**src/spm_ctrl_map.svh**
```systemverilog
`ifndef SPM_CTRL_MAP_SVH
`define SPM_CTRL_MAP_SVH
`define SPMC_REG_ADDR     6'h37
`define SPMC_RESET        8'h00
`define SPMC_BIT_IE       7
`define SPMC_BIT_RBUSY    6
`define SPMC_BIT_RSV      5
`define SPMC_BIT_REEN     4
`define SPMC_BIT_LFSEL    3
`define SPMC_BIT_PGWR     2
`define SPMC_BIT_PGER     1
`define SPMC_BIT_EN       0
`define SPMC_CMD_REEN     5'h11
`define SPMC_CMD_LFSEL    5'h09
`define SPMC_CMD_PGWR     5'h05
`define SPMC_CMD_PGER     5'h03
`define SPMC_CMD_LOAD     5'h01
`define SPMC_STORE_WIN    3'h4
`define SPMC_LOAD_WIN     3'h3
`define SPMC_Z_LFUSE      2'h0
`define SPMC_Z_LOCK       2'h1
`define SPMC_Z_EFUSE      2'h2
`define SPMC_Z_HFUSE      2'h3
`define SPMC_WORDS        32
`define SPMC_WIDX_W       5
`endif

```
**src/spm_ctrl_pkg.sv**
```systemverilog
package spm_ctrl_pkg;
    typedef enum logic [2:0] {
        ST_IDLE,
        ST_ARMED,
        ST_BUSY
    } seq_state_t;
    typedef enum logic [2:0] {
        OP_NONE,
        OP_LOAD,
        OP_ERASE,
        OP_WRITE,
        OP_REEN,
        OP_LFSEL
    } op_t;
endpackage

```
**src/spm_window_timer.sv**
```systemverilog
`include "spm_ctrl_map.svh"
module spm_window_timer (
    input  wire logic       clk,
    input  wire logic       rst_n,
    input  wire logic       ce,
    input  wire logic       start,
    input  wire logic       stop,
    input  wire logic [2:0] limit,
    output logic            expired
);
    logic [2:0] cnt_r;
    logic [2:0] cnt_nxt;
    logic       run_r;
    logic       run_nxt;

    always_comb begin
        cnt_nxt = cnt_r;
        run_nxt = run_r;
        if (start) begin
            cnt_nxt = 3'h1;
            run_nxt = 1'b1;
        end else if (stop) begin
            run_nxt = 1'b0;
        end else if (run_r) begin
            if (cnt_r >= limit) begin
                run_nxt = 1'b0;
            end else begin
                cnt_nxt = cnt_r + 3'h1;
            end
        end
    end

    // expires in the last allowed cycle, the one where cnt_r reaches limit
    assign expired = run_r && !start && !stop && (cnt_r >= limit);

    always_ff @(posedge clk) begin
        if (!rst_n) begin
            cnt_r <= 3'h0;
            run_r <= 1'b0;
        end else if (ce) begin
            cnt_r <= cnt_nxt;
            run_r <= run_nxt;
        end
    end
endmodule

```
**src/spm_ctrl.sv**
```systemverilog
`include "spm_ctrl_map.svh"
module spm_ctrl (
    input  wire logic        CLK_SYS,
    input  wire logic        RST_N,
    input  wire logic        CE,
    input  wire logic [5:0]  IO_ADDR,
    input  wire logic        IO_WE,
    input  wire logic        IO_RE,
    input  wire logic [7:0]  IO_WDATA,
    output logic      [7:0]  IO_RDATA,
    input  wire logic        GLOBAL_IRQ_EN,
    input  wire logic        EEPROM_WRITE_ACTIVE,
    input  wire logic        SPM_EXEC,
    input  wire logic        LPM_EXEC,
    input  wire logic [15:0] Z_PTR,
    input  wire logic [15:0] R1R0,
    input  wire logic [7:0]  LOW_FUSE,
    input  wire logic [7:0]  HIGH_FUSE,
    input  wire logic [7:0]  EXT_FUSE,
    input  wire logic [7:0]  LOCK_BITS,
    input  wire logic        FLASH_DONE,
    output logic             FLASH_ERASE,
    output logic             FLASH_WRITE,
    output logic      [15:0] FLASH_PAGE_ADDR,
    output logic             LF_VALID,
    output logic      [7:0]  LF_DATA,
    output logic             CPU_STALL,
    output logic             PROG_READY_IRQ
);
    spm_ctrl_pkg::seq_state_t st_r, st_nxt;
    spm_ctrl_pkg::op_t        op_r, op_nxt;
    logic [7:0]  ctl_r, ctl_nxt;
    logic        ie_r, ie_nxt;
    logic [15:0] buf_r [`SPMC_WORDS];
    logic [`SPMC_WORDS-1:0] bv_r, bv_nxt;
    logic        fe_r, fe_nxt, fw_r, fw_nxt, stall_r, stall_nxt;
    logic [15:0] pa_r, pa_nxt;
    logic        lfv_r, lfv_nxt, irq_r, irq_nxt;
    logic [7:0]  lfd_r, lfd_nxt, rd_r, rd_nxt;
    logic        wr_hit, cmd_ok, buf_we, win_expired;
    logic [`SPMC_WIDX_W-1:0] widx;

    // fuse store sense is inverted: programmed reads zero
    function automatic logic [7:0] lf_sel(input logic [1:0] z);
        case (z)
            `SPMC_Z_LFUSE: lf_sel = LOW_FUSE;
            `SPMC_Z_LOCK:  lf_sel = LOCK_BITS;
            `SPMC_Z_EFUSE: lf_sel = EXT_FUSE;
            default:       lf_sel = HIGH_FUSE;
        endcase
    endfunction

    assign wr_hit = IO_WE && (IO_ADDR == `SPMC_REG_ADDR);
    assign cmd_ok = (IO_WDATA[4:0] == `SPMC_CMD_REEN)
                 || (IO_WDATA[4:0] == `SPMC_CMD_LFSEL)
                 || (IO_WDATA[4:0] == `SPMC_CMD_PGWR)
                 || (IO_WDATA[4:0] == `SPMC_CMD_PGER)
                 || (IO_WDATA[4:0] == `SPMC_CMD_LOAD);
    assign widx = Z_PTR[`SPMC_WIDX_W:1];
    assign buf_we = (st_r == spm_ctrl_pkg::ST_ARMED) && SPM_EXEC
                 && (op_r == spm_ctrl_pkg::OP_LOAD) && !bv_r[widx];

    spm_window_timer u_win (
        .clk     (CLK_SYS),
        .rst_n   (RST_N),
        .ce      (CE),
        .start   (wr_hit && cmd_ok && !EEPROM_WRITE_ACTIVE
                  && st_r == spm_ctrl_pkg::ST_IDLE),
        .stop    (st_r != spm_ctrl_pkg::ST_ARMED || SPM_EXEC
                  || (op_r == spm_ctrl_pkg::OP_LFSEL && LPM_EXEC)),
        .limit   ((op_r == spm_ctrl_pkg::OP_LFSEL)
                  ? `SPMC_LOAD_WIN : `SPMC_STORE_WIN),
        .expired (win_expired)
    );

    always_comb begin
        st_nxt = st_r;
        op_nxt = op_r;
        ctl_nxt = ctl_r;
        ie_nxt = ie_r;
        bv_nxt = bv_r;
        fe_nxt = 1'b0;
        fw_nxt = 1'b0;
        stall_nxt = stall_r;
        pa_nxt = pa_r;
        lfv_nxt = 1'b0;
        lfd_nxt = lfd_r;
        if (wr_hit) begin
            ie_nxt = IO_WDATA[`SPMC_BIT_IE];
        end
        case (st_r)
            spm_ctrl_pkg::ST_IDLE: begin
                if (wr_hit && cmd_ok && !EEPROM_WRITE_ACTIVE) begin
                    st_nxt = spm_ctrl_pkg::ST_ARMED;
                    ctl_nxt = {3'h0, IO_WDATA[4:0]};
                    case (IO_WDATA[4:0])
                        `SPMC_CMD_REEN:  op_nxt = spm_ctrl_pkg::OP_REEN;
                        `SPMC_CMD_LFSEL: op_nxt = spm_ctrl_pkg::OP_LFSEL;
                        `SPMC_CMD_PGWR:  op_nxt = spm_ctrl_pkg::OP_WRITE;
                        `SPMC_CMD_PGER:  op_nxt = spm_ctrl_pkg::OP_ERASE;
                        default:         op_nxt = spm_ctrl_pkg::OP_LOAD;
                    endcase
                    if (IO_WDATA[4:0] == `SPMC_CMD_REEN) begin
                        bv_nxt = '0;
                    end
                end
            end
            spm_ctrl_pkg::ST_ARMED: begin
                if (op_r == spm_ctrl_pkg::OP_LFSEL && LPM_EXEC) begin
                    lfv_nxt = 1'b1;
                    lfd_nxt = lf_sel(Z_PTR[1:0]);
                    st_nxt = spm_ctrl_pkg::ST_IDLE;
                    ctl_nxt = 8'h00;
                end else if (SPM_EXEC) begin
                    case (op_r)
                        spm_ctrl_pkg::OP_ERASE,
                        spm_ctrl_pkg::OP_WRITE: begin
                            st_nxt = spm_ctrl_pkg::ST_BUSY;
                            stall_nxt = 1'b1;
                            pa_nxt = Z_PTR;
                            fe_nxt = (op_r == spm_ctrl_pkg::OP_ERASE);
                            fw_nxt = (op_r == spm_ctrl_pkg::OP_WRITE);
                        end
                        default: begin
                            st_nxt = spm_ctrl_pkg::ST_IDLE;
                            ctl_nxt = 8'h00;
                            if (buf_we) begin
                                bv_nxt[widx] = 1'b1;
                            end
                        end
                    endcase
                end else if (win_expired) begin
                    st_nxt = spm_ctrl_pkg::ST_IDLE;
                    ctl_nxt = 8'h00;
                end
            end
            spm_ctrl_pkg::ST_BUSY: begin
                if (FLASH_DONE) begin
                    st_nxt = spm_ctrl_pkg::ST_IDLE;
                    stall_nxt = 1'b0;
                    ctl_nxt = 8'h00;
                    if (op_r == spm_ctrl_pkg::OP_WRITE) begin
                        bv_nxt = '0;
                    end
                end
            end
            default: st_nxt = spm_ctrl_pkg::ST_IDLE;
        endcase
        rd_nxt = {ie_nxt, 1'b0, 1'b0, ctl_nxt[4:0]};
        irq_nxt = ie_nxt && GLOBAL_IRQ_EN && !ctl_nxt[`SPMC_BIT_EN]
               && !EEPROM_WRITE_ACTIVE
               && st_nxt == spm_ctrl_pkg::ST_IDLE;
    end

    always_ff @(posedge CLK_SYS) begin
        if (!RST_N) begin
            st_r <= spm_ctrl_pkg::ST_IDLE;
            op_r <= spm_ctrl_pkg::OP_NONE;
            ctl_r <= `SPMC_RESET;
            ie_r <= 1'b0;
            bv_r <= '0;
            fe_r <= 1'b0;
            fw_r <= 1'b0;
            stall_r <= 1'b0;
            pa_r <= 16'h0000;
            lfv_r <= 1'b0;
            lfd_r <= 8'h00;
            rd_r <= `SPMC_RESET;
            irq_r <= 1'b0;
        end else if (CE) begin
            st_r <= st_nxt;
            op_r <= op_nxt;
            ctl_r <= ctl_nxt;
            ie_r <= ie_nxt;
            bv_r <= bv_nxt;
            fe_r <= fe_nxt;
            fw_r <= fw_nxt;
            stall_r <= stall_nxt;
            pa_r <= pa_nxt;
            lfv_r <= lfv_nxt;
            lfd_r <= lfd_nxt;
            rd_r <= rd_nxt;
            irq_r <= irq_nxt;
        end
    end

    always_ff @(posedge CLK_SYS) begin
        if (CE && buf_we) begin
            buf_r[widx] <= R1R0;
        end
    end

    assign IO_RDATA = rd_r;
    assign FLASH_ERASE = fe_r;
    assign FLASH_WRITE = fw_r;
    assign FLASH_PAGE_ADDR = pa_r;
    assign LF_VALID = lfv_r;
    assign LF_DATA = lfd_r;
    assign CPU_STALL = stall_r;
    assign PROG_READY_IRQ = irq_r;

    property p_rsv_zero;
        @(posedge CLK_SYS) disable iff (!RST_N) IO_RDATA[6:5] == 2'b00;
    endproperty
    a_rsv_zero: assert property (p_rsv_zero) else $error("bits 6:5 nonzero");
    property p_irq_gate;
        @(posedge CLK_SYS) disable iff (!RST_N)
            PROG_READY_IRQ |-> (ie_r && !ctl_r[`SPMC_BIT_EN]);
    endproperty
    a_irq_gate: assert property (p_irq_gate) else $error("irq ungated");
    property p_irq_ee;
        @(posedge CLK_SYS) disable iff (!RST_N)
            (CE && EEPROM_WRITE_ACTIVE) |=> !PROG_READY_IRQ;
    endproperty
    a_irq_ee: assert property (p_irq_ee) else $error("irq in ee write");
    property p_bad_cmd;
        @(posedge CLK_SYS) disable iff (!RST_N)
            (CE && wr_hit && !cmd_ok && st_r == spm_ctrl_pkg::ST_IDLE)
            |=> st_r == spm_ctrl_pkg::ST_IDLE;
    endproperty
    a_bad_cmd: assert property (p_bad_cmd) else $error("bad cmd acted");
    property p_reen_clr;
        @(posedge CLK_SYS) disable iff (!RST_N)
            (CE && wr_hit && IO_WDATA[4:0] == `SPMC_CMD_REEN
             && !EEPROM_WRITE_ACTIVE && st_r == spm_ctrl_pkg::ST_IDLE)
            |=> bv_r == '0;
    endproperty
    a_reen_clr: assert property (p_reen_clr) else $error("buffer kept");
    property p_ee_block;
        @(posedge CLK_SYS) disable iff (!RST_N)
            (CE && wr_hit && EEPROM_WRITE_ACTIVE
             && st_r == spm_ctrl_pkg::ST_IDLE)
            |=> st_r == spm_ctrl_pkg::ST_IDLE;
    endproperty
    a_ee_block: assert property (p_ee_block) else $error("ee not blocking");
    property p_timeout;
        @(posedge CLK_SYS) disable iff (!RST_N)
            (CE && st_r == spm_ctrl_pkg::ST_ARMED && !SPM_EXEC && !LPM_EXEC)
            [*5] |-> st_r != spm_ctrl_pkg::ST_ARMED;
    endproperty
    a_timeout: assert property (p_timeout) else $error("window too long");
    property p_busy_en;
        @(posedge CLK_SYS) disable iff (!RST_N)
            CPU_STALL |-> ctl_r[`SPMC_BIT_EN];
    endproperty
    a_busy_en: assert property (p_busy_en) else $error("en low in op");
    property p_stall_start;
        @(posedge CLK_SYS) disable iff (!RST_N)
            (CE && st_r == spm_ctrl_pkg::ST_ARMED && SPM_EXEC
             && op_r == spm_ctrl_pkg::OP_WRITE)
            |=> CPU_STALL && FLASH_WRITE;
    endproperty
    a_stall_start: assert property (p_stall_start) else $error("no stall");
    property p_stall_end;
        @(posedge CLK_SYS) disable iff (!RST_N)
            (CE && CPU_STALL && FLASH_DONE) |=> !CPU_STALL;
    endproperty
    a_stall_end: assert property (p_stall_end) else $error("stall stuck");
    property p_lf_read;
        @(posedge CLK_SYS) disable iff (!RST_N)
            (CE && st_r == spm_ctrl_pkg::ST_ARMED && LPM_EXEC
             && op_r == spm_ctrl_pkg::OP_LFSEL && Z_PTR[1:0] == 2'h1)
            |=> LF_VALID && LF_DATA == $past(LOCK_BITS);
    endproperty
    a_lf_read: assert property (p_lf_read) else $error("lock read bad");
    c_erase: cover property (@(posedge CLK_SYS) FLASH_ERASE);
    c_write: cover property (@(posedge CLK_SYS) FLASH_WRITE);
    c_lf: cover property (@(posedge CLK_SYS) LF_VALID);
    c_irq: cover property (@(posedge CLK_SYS) PROG_READY_IRQ);
endmodule

```
**config.mk**
```make
export PLATFORM = sky130hd
export DESIGN_NAME = spm_ctrl
export DESIGN_NICKNAME = d
export VERILOG_FILES = /design/src/spm_ctrl_pkg.sv /design/src/spm_window_timer.sv /design/src/spm_ctrl.sv
export VERILOG_INCLUDE_DIRS = /design/src
export SDC_FILE = /design/constraint.sdc
export NUM_CORES = 1
export LEC_CHECK = 0
export BUFFER_PORTS_ARGS = -buffer_cell sky130_fd_sc_hd__buf_2
export CAP_MARGIN = 20
export CORE_MARGIN = 4
export CORE_UTILIZATION = 47
export CTS_CLUSTER_DIAMETER = 100
export CTS_CLUSTER_SIZE = 24
export DETAILED_ROUTE_END_ITERATION = 7
export GPL_ROUTABILITY_DRIVEN = 0
export PLACE_DENSITY_LB_ADDON = 0.1
export SYNTH_ARGS = -nofsm -noshare
export SYNTH_HDL_FRONTEND = slang
export SYNTH_SLANG_ARGS = --single-unit
```
**constraint.sdc**
```tcl
create_clock -name CLK_SYS -period 6.4 [get_ports CLK_SYS]
set_input_delay 0 -clock CLK_SYS [delete_from_list [all_inputs] [get_ports CLK_SYS]]
set_output_delay 0 -clock CLK_SYS [all_outputs]
set_load 0.01 [all_outputs]
```
### After elaboration in Yosys (flattened, before gate mapping)

Index checks and enable logic that the tools add are counted.

* $add $sub $neg: 1
* $mul: 0
* divide/modulo/power cells: 0
* order comparisons: 1
* eq/ne operators: 20
* shift-type cells: 0
* mux-type cells: 41
* bitwise operators: 1
* reduce and logical (&&, ||, !) cells: 33

Operators by type and width (number)
* two-way mux 3 bit: 10
* two-way mux 5 bit: 6
* one-hot mux 8 bit (3 select lines): 1
* two-way mux 1 bit: 19
* one-hot mux 5 bit (3 select lines): 1
* logical AND 1 bit: 12
* one-hot mux 3 bit (4 select lines): 1
* == test 3 x 2 -> 1 bit (second input constant): 3
* one-hot mux 3 bit (3 select lines): 1
* == test 6 bit (second input constant): 1
* zero test 3 bit: 2
* logical OR 1 bit: 6
* inequality test 2 x 1 -> 1 bit (second input constant): 3
* inequality test 2 bit (second input constant): 3
* AND reduction 3 bit: 2
* AND reduction 6 bit: 1
* == test 5 x 1 -> 1 bit (second input constant): 1
* == test 5 x 2 -> 1 bit (second input constant): 1
* == test 5 x 3 -> 1 bit (second input constant): 1
* == test 5 x 4 -> 1 bit (second input constant): 1
* == test 5 bit (second input constant): 1
* AND reduction 5 bit: 1
* zero test 1 bit: 4
* AND reduction 4 bit: 1
* other kinds (13): 14

* register bits after elaboration: 51
* bits in latches: 0
* memory bits (writable): 0
* bits in read-only memories: 0
* input port bits: 88
* output and inout port bits: 37
* word-level logic and storage cells: 111
* memories: 0

### Longest topological paths before layout

Gate-level depths: netlist of run 1.

* depth in word-level cells: 20
* gate-level depth with buffers: 9
* gate-level depth less buffers: 9

### By module

Synthesis of run 1 repeated with hierarchy kept, for this count alone.

* cells, all modules: 257
* area total of the unflattened synthesis: 2259.7 um^2

By module, submodules not included
* spm_ctrl: instances 1, cells each 224, area an instance 1980.6 um^2, sequential area each 820.8 um^2
* spm_window_timer: instances 1, cells each 33, area an instance 279.0 um^2, sequential area each 80.1 um^2

### Least setup slack after synthesis of run 1

No wires, ideal clock.

* path type: register to register
* start: reg op_r[0]
* end: reg u_win.cnt_r[1]
* setup time: 0.132 ns
* data arrival time: 1.998 ns
* required time: 6.268 ns
* path slack: 4.270 ns
* cell stages (with the launch flop): 10
* path buffers: 0
* period minus slack after synthesis: 2.130 ns
* cell sequence: dfxtp_1 -> nand2_1 -> or2_2 -> inv_1 -> ha_1 -> a21oi_1 -> o21ai_0 -> nor4_1 -> or3b_2 -> a21oi_1

* cells in the longest elaborated chain, start to end: 5
* elaborated cells between the ends (all ways): 8
* classes of those cells: 1 x order compare; 3 x eq/ne; 1 x mux; 3 x reduce/logical

RTL lines
* from (decl): line spm_ctrl.sv:31 `spm_ctrl_pkg::op_t op_r, op_nxt;`
* from (signal assigned): line spm_ctrl.sv:158 `op_r <= spm_ctrl_pkg::OP_NONE;`
* from (signal assigned): line spm_ctrl.sv:172 `op_r <= op_nxt;`
* == test 3 bit (*): line spm_ctrl.sv:70, spm_ctrl.sv:71
* two-way mux 3 bit (no line) / logical AND 1 bit (equally long branches)
* greater-or-equal comparator 3 bit / logical OR 1 bit (equally long branches): line spm_window_timer.sv:25, spm_ctrl.sv:70
* inequality test 2 x 1 -> 1 bit (no line)
* AND reduction 4 bit (no line) (*)
* to (signal assigned): line spm_window_timer.sv:41 `cnt_r <= cnt_nxt;`
* to (decl): line spm_window_timer.sv:11 `logic [2:0] cnt_r;`

Mark *: on every way between the ends. The rest lies on a longest branch, timed or not.
A chain may end at the register's enable or synchronous reset.

### Worst setup path after layout of run 1

Same ends and word-level chain as after synthesis.

==> impl_metrics.yaml, run 1 <==
final_layout:
  layout-drive-gt1-share: 0.3531
  n_fill_cell: 388
  stdcell_count: 406
  syn_to_final_growth_pct: 35.70
  nets: 445
  n_antenna_cell: 0
run_status:
  status: "finished, final reports clean"
clocking:
  clk_pin_slew_ns: 0.09
  clkLatencyLatePin_ns: 0.31
  cts_made_buffers: 5
  clk_path_buf_depth: 2
  cts-htree-levels: 2
  cts_tree: "done"
  cts_sinks: 45
  cts_resized: 0
  clock-root-buffer: "clkbuf_8"
yosys:
  netlist-cell-type-count: 48
  synth_warnings: 0
  synth_fa_ha_area_frac: 0.02746
  synthArstFlopShare: 0
  ys_ff_latch: 45
  synth_mux_area_frac: 0.1373
  synthFlopType: "dfxtp_1"
  synthSimpleGateAreaFrac: 0.2208
  synth_top_family_by_area: "simple AND/OR/NAND/NOR gates"
  synth_xor_area_frac: 0.01602
  synth_compound_area_frac: 0.1384
  syn_area_sq_um: 2187
  ys_seq_area_frac: 0.4119
  synthCells: 240
  synth_area_per_cell_sq_um: 9.113
  synth_edf_count: 0
run:
  drv_cap: 0
global_routing:
  first_global_vias: 2075
  grt_first_pass_wirelength_mm: 9.666
  grt_antenna_before_repair: 0
  met1_usage: 0.2363
  grt_overflow: 0
  grtUsageTotal: 0.1984
  met2_usage: 0.3545
  grt_max_degree: 27
  busiest_layer: "met2"
  grtUsageMet3: 0.03783
worst_setup_path:
  cp-end-kind: "flip-flop"
  cpPeakStageDelay_ns: 0.62
  cpMostUsedCell: "a21oi_1"
  critPathSlowestCell: "nor4_1"
  cp.required_ns: 6.58
  path_max_fanout: 5
  path_class: "flip-flop to flip-flop"
  start_kind: "flip-flop"
  cp_cell_sequence: "nand2_1, or2_2, inv_1, ha_1, a21oi_1, o21ai_0, nor4_1, or3b_2, a21oi_1"
  arrival_ns: 2.65
power:
  ir_worst_vdd_uv: 127.0
  p_per_area_nw_per_um2: 177.5
  total_power_uw: 526.8
  leakage_nw: 1.383
timing:
  max_freq_ghz: 0.4053
  hold_viol: 0
  rsz0062_at_grt: "no"
  fin_crit_sh: 0.3855
  tightest_slew_ns: 0.6741
  setup_viol: 0
  worst_slack_ns: 3.933
  period_minus_slack_ns: 2.467
  skew_ns: 0.01262
  slew_viol_final: 0
  fin_tns_setup_ns: 0
  slew_headroom: 0.5465
worst_hold_path:
  hold_path_class: "primary input to flip-flop"
drt:
  wl_per_cell_microns: 14.20
  drtIter0Drc: 80
  routed_wl_mm: 5.767
  drtPass1Iterations: 4
  viasPerCell: 5.234
  postRouteAntennaNets: 0
  route.detailed.drc: 0
  vias: 2125
floorplan:
  die_w_microns: 76.22
  dieArea_sq_um: 5809
  num_io_pins: 125
  rows: 24
  fp.dieH_microns: 76.22
  start_util: 0.4955
  core_area_sq_um: 4414
placed_design:
  hpwlAfterDp_mm: 4.082
  portBuffers: 103
  dp.cells: 381
  pre_cts_slack_ns: 3.947
[placed cells by master, fill, tap and decap left out, types with 2 or more instances in the layout]
| cell | count |
|---|---|
| inv_1 | 4 |
| a21oi_1 | 21 |
| nand4b_1 | 2 |
| nor2b_1 | 4 |
| nor4b_1 | 2 |
| dfxtp_1 | 45 |
| a211oi_1 | 4 |
| nor3_1 | 5 |
| nand2b_1 | 5 |
| buf_2 | 103 |
| nor2_1 | 23 |
| conb_1 | 2 |
| dlygate4sd3_1 | 17 |
| or3_1 | 4 |
| buf_4 | 2 |
| nand3_1 | 3 |
| xnor2_1 | 4 |
| nand2_1 | 41 |
| mux4_2 | 8 |
| a22oi_1 | 2 |
| ha_1 | 4 |
| mux2i_1 | 12 |
| o21ai_0 | 2 |
| a32o_1 | 4 |
| clkbuf_8 | 5 |
[worst paths after layout]
kind	slack [ns]	to	from	depth (start not counted)
worst min-delay path	0.02	ctl_r[0]$_SDFFE_PN0P_	RST_N	2
worst min register to register	0.45	FLASH_PAGE_ADDR[13]$_SDFFE_PN0P_	FLASH_PAGE_ADDR[13]$_SDFFE_PN0P_	2
worst max-delay path	3.93	u_win.cnt_r[1]$_SDFFE_PN0P_	op_r[0]$_SDFFE_PN0P_	9
worst max register to register	3.93	u_win.cnt_r[1]$_SDFFE_PN0P_	op_r[0]$_SDFFE_PN0P_	9
[kinds of logic (layout without fill, tap and decap cells)]
group           count (synthesis)  in the layout
simple gates                   99             99
flops                          45             45
compound gates                 44             44
buf+inv                        22            135
mux                            20             20
fa+ha+maj                       5              5
xor+xnor                        4              4
other cells                     1              2
[through the flow]
| step | hold WS, ns | util | instance area, sq um |
|---|---|---|---|
| finish | 0.01586 | 0.6723 | 2968 |
| global route | 0.02577 | 0.6723 | 2968 |
| CTS | 0.009941 | 0.6723 | 2968 |
| detailed placement | 0.2480 | 0.6125 | 2704 |
| global placement | 0.2411 | 0.6125 | 2704 |
| floorplan | 0.1012 | - | 2191 |
[worst max-delay path, delay by kind of cell, from the launching register on]
kind | cells | cell delay (ns)
DFF | 1 | 0.41
adders and majority gates | 1 | 0.25
AOI/OAI and AO/OA | 3 | 0.38
buffers and inverters | 1 | 0.09
and+or+nand+nor | 4 | 1.21
[sequential cells by signal (all words and copies together), names as in the netlist, named ones only]
register	count
FLASH_PAGE_ADDR	16
LF_DATA	8
op_r	3
st_r	3
u_win.cnt_r	3
CPU_STALL	1
FLASH_ERASE	1
FLASH_WRITE	1
LF_VALID	1
PROG_READY_IRQ	1
ctl_r	1
ie_r	1
u_win.run_r	1
[synth_stat cells, drive strengths merged, types with 2 or more instances]
cell / instances / share of area
dfxtp: 45 / 0.41
nand2: 41 / 0.070
nor2: 23 / 0.039
a21oi: 21 / 0.048
mux2i: 12 / 0.055
buf: 9 / 0.024
clkbuf: 8 / 0.014
mux4: 8 / 0.082
nand2b: 5 / 0.014
nor3: 5 / 0.011
a211oi: 4 / 0.014
a32o: 4 / 0.018
ha: 4 / 0.023
inv: 4 / 0.0069
nor2b: 4 / 0.011
or3: 4 / 0.011
xnor2: 4 / 0.016
nand3: 3 / 0.0069
o21ai: 3 / 0.0069
a22oi: 2 / 0.0069
a31oi: 2 / 0.013
nand4b: 2 / 0.0080
nor4b: 2 / 0.0080
[where the power goes]
part	switching [mW]	internal, mW	leakage (nW)
Sequential	0.000608	0.280	0.362
Clock	0.105	0.0788	0.0447
Combinational	0.0263	0.0362	0.975
[timing repair]
item	CTS	global route
hold buffers	17	0
endpoints found under the setup margin	0	0
hold endpoints to repair	17	0
setup buffers	0	0
[layout make-up]
| type | instances | area, sq um | area share |
|---|---|---|---|
| clock inverters | 3 | 25.02 | 0.008432 |
| well taps | 52 | 65.06 | 0.02192 |
| inverters | 5 | 18.77 | 0.006324 |
| flip-flops and latches | 45 | 900.9 | 0.3035 |
| multi-input cells | 174 | 1189 | 0.4005 |
| clock buffers | 5 | 68.82 | 0.02319 |
| repair buffers | 122 | 700.7 | 0.2361 |
[per-layer routing]
metal	wire length, microns	vias to the layer above	share of wire
li1	-	1079	-
met1	2399	983	0.42
met2	2958	56	0.51
met3	321	7	0.056
met4	87	0	0.015
met5	0	-	0
(Power assumes the default switching activity.)
==> inputs of run 2 (changes only) <==
ABC_AREA = 1   (was not set)
CORE_UTILIZATION = 44   (was 47)
clock period = 2.6 ns   (was 6.4 ns; I/O delays follow)
==> run 2 against run 1 <==
Net effect:
- critical path depth is 1 higher
- synthesized area rose by 3.1%
- cell count up 30%
- sequential power is 150% higher
- fmax grew 10%
- sequential share of layout area decreased by 2.3 points
- utilization shrank 1.1 points
- global-route usage increased by 1.6 points
- count of clock-buffer cells in the layout unchanged
- setup slack worse by 3.6 ns
- final area up 8.1%
- register-to-register slack got worse by 3.6 ns
- critical path type unchanged
==> impl_metrics.yaml, run 2 <==
run_status:
  status: "finished, final reports clean"
clocking:
  clk_pin_slew_ns: 0.08
  cts_tree: "done"
  cts_sinks: 45
  clk_path_buf_depth: 2
  cts_resized: 0
  post-cts-setup-buffers: 0
  clock-root-buffer: "clkbuf_8"
  clkLatencyLatePin_ns: 0.30
  holdBufCountCts: 32
  cts_made_buffers: 5
  cts-htree-levels: 2
yosys:
  synthTopCellsByCount: "nand2_1 (67), nor2_1 (54), dfxtp_1 (45)"
  synth_top_area_frac: 0.3996
  synth_area_per_cell_sq_um: 6.916
  synth_fa_ha_area_frac: 0.02220
  synth_mux_area_frac: 0
  netlist-cell-type-count: 32
  yosys.area.top_type: "dfxtp_1"
  synthCells: 326
  ys_ff_latch: 45
  synth_edf_count: 0
  synth_compound_area_frac: 0.1881
  ys_seq_area_frac: 0.3996
  syn_area_sq_um: 2255
  synthFlopType: "dfxtp_1"
  synthArstFlopShare: 0
  synth_most_common_cell: "nand2_1"
  synth_top_family_by_area: "simple AND/OR/NAND/NOR gates"
  ys_top_cells_by_area: "dfxtp_1 (40%), nand2_1 (11%), nor2_1 (9.0%)"
  synthSimpleGateAreaFrac: 0.2891
  synth_xor_area_frac: 0.003885
  synth_warnings: 0
final_layout:
  multi_input_area_sq_um: 1142
  finish.utilization: 0.6614
  seq_area_sq_um: 900.9
  layout-drive-gt1-share: 0.2630
  layout_commonest_cell: "buf_2"
  n_fill_cell: 441
  largest_reg_flops: 16
  n_antenna_cell: 0
  final_cell_mix: "buf_2 (103), nand2_1 (67), nor2_1 (54)"
  syn_to_final_growth_pct: 42.23
  nets: 551
global_routing:
  grt_first_pass_wirelength_mm: 10.83
  grt_antenna_before_repair: 0
  first_global_vias: 2524
  grt_overflow: 0
  grtUsageTotal: 0.2140
  grt_max_degree: 34
timing:
  fin_tns_setup_ns: 0
  skew_ns: 0.004538
  slew_headroom: 0.6187
  hold_viol: 0
  rsz0062_at_grt: "no"
  slew_viol_final: 0
  fin_crit_sh: 0.8604
  tightest_slew_ns: 0.5688
  period_minus_slack_ns: 2.237
  max_freq_ghz: 0.4470
  setup_viol: 0
floorplan:
  die_w_microns: 79.59
  dieArea_sq_um: 6334
  core_area_sq_um: 4848
  rows: 25
  num_io_pins: 125
  fp.dieH_microns: 79.59
  start_util: 0.4650
drt:
  postRouteAntennaNets: 0
  viasPerCell: 4.797
  routed_wl_mm: 6.447
  met1_length_mm: 2.747
  wl_per_cell_microns: 12.23
  dr_wl_met2_mm: 2.994
  route.detailed.drc: 0
  dr_wl_met3_microns: 578
  vias: 2528
  highest_layer: "met4"
  drtIter0Drc: 98
  drtPass1Iterations: 4
power:
  ir_worst_vdd_uv: 320.3
  p_per_area_nw_per_um2: 403.8
  leakage_nw: 1.656
worst_hold_path:
  hold_start: "EXT_FUSE[3]"
  min_path_cells: 3
  hold_path_class: "primary input to flip-flop"
  hold_end: "LF_DATA[3]$_SDFFE_PN0P_"
worst_setup_path:
  path_class: "flip-flop to flip-flop"
  critPathSlowestCell: "dlygate4sd3_1"
  critical_path_buf_inv_count: 5
  path_max_fanout: 10
  r2r_cells: 10
  cp-end-kind: "flip-flop"
  cp.required_ns: 2.79
  crit_family: "buffers and inverters"
  cpPeakStageDelay_ns: 0.58
  regToRegSetupSlack_ns: 0.36
  r2r_start: "st_r[0]$_SDFFE_PN0P_"
  arrival_ns: 2.43
  cpMostUsedCell: "inv_1"
  reg2reg_to: "LF_DATA[1]$_SDFFE_PN0P_"
  cp_cell_sequence: "inv_1, nor3_4, inv_1, nor2_1, inv_1, nor2_4, inv_1, a21oi_1, a41oi_1, dlygate4sd3_1"
  start_kind: "flip-flop"
placed_design:
  hpwlAfterDp_mm: 4.491
  portBuffers: 103
run:
  drv_cap: 0
-- run 2: changes by cell type after synthesis, sizes merged, moves of 12 or more --
cell / previous run / this run
mux2i: 12 / 0
nand2: 41 / 67
inv: 4 / 40
nand3: 3 / 15
o21ai: 3 / 31
nor2: 23 / 56
-- run 2: worst min-delay path, cell delays in order --
cell and delay [ns]:
buf_2 0.09, nand2_1 0.06, a41oi_1 0.11
-- run 2: kinds of logic (layout without fill, tap and decap cells) --
| group | count (synthesis) | after routing |
|---|---|---|
| AOI/OAI and AO/OA | 75 | 75 |
| xor gates and xnor gates | 1 | 1 |
| adders and majority gates | 4 | 4 |
| buffers and inverters | 51 | 184 |
| DFF | 45 | 45 |
| other | 1 | 2 |
| and+or+nand+nor | 149 | 149 |
-- run 2: per-layer routing --
metal  vias up  track usage
met5         -            0
met4         0      0.07216
met3        14      0.06546
met2        98       0.3698
met1      1096       0.2497
li1       1320            -
-- run 2: layout make-up --
class	count	share of cell area
clock buffers	5	0.02146
clock inverters	3	0.005462
inverters	40	0.04682
multi-input cells	231	0.3562
flip-flops and latches	45	0.2809
well taps	67	0.02614
repair buffers	136	0.2630
-- run 2: worst max path at each step --
stage / slack (ns) / endpoint / depth (start not counted) / start
after global routing: 0.17 / LF_DATA[1]$_SDFFE_PN0P_ / 10 / st_r[0]$_SDFFE_PN0P_
after detailed placement: 0.68 / PROG_READY_IRQ$_SDFFE_PN0P_ / 12 / op_r[1]$_SDFFE_PN0P_
after floorplan: 0.94 / PROG_READY_IRQ$_SDFFE_PN0P_ / 12 / op_r[1]$_SDFFE_PN0P_
after global placement: 0.73 / PROG_READY_IRQ$_SDFFE_PN0P_ / 12 / op_r[1]$_SDFFE_PN0P_
final: 0.36 / LF_DATA[1]$_SDFFE_PN0P_ / 10 / st_r[0]$_SDFFE_PN0P_
after CTS: 0.42 / LF_DATA[1]$_SDFFE_PN0P_ / 9 / st_r[1]$_SDFFE_PN0P_
-- run 2: stage by stage --
step / setup slack [ns] / power [mW] / instance area, sq um / hold WS (ns) / cells
CTS: 0.4150 / 1.304 / 3207 / 0.002762 / 527
finish: 0.3628 / 1.295 / 3207 / 0.01059 / 527
detailed placement: 0.6798 / 0.8566 / 2800 / 0.2293 / 487
floorplan: 0.9430 / 0.7864 / 2258 / 0.1349 / 327
global route: 0.1709 / 1.357 / 3207 / 0.0004213 / 527
global placement: 0.7280 / 0.8554 / 2800 / 0.2204 / 487
-- run 2: power by group --
group	leakage, nW	internal, mW	switching, mW
Clock	0.0439	0.186	0.236
Combinational	1.25	0.0886	0.0883
Sequential	0.363	0.693	0.00341
Total	1.66	0.967	0.328
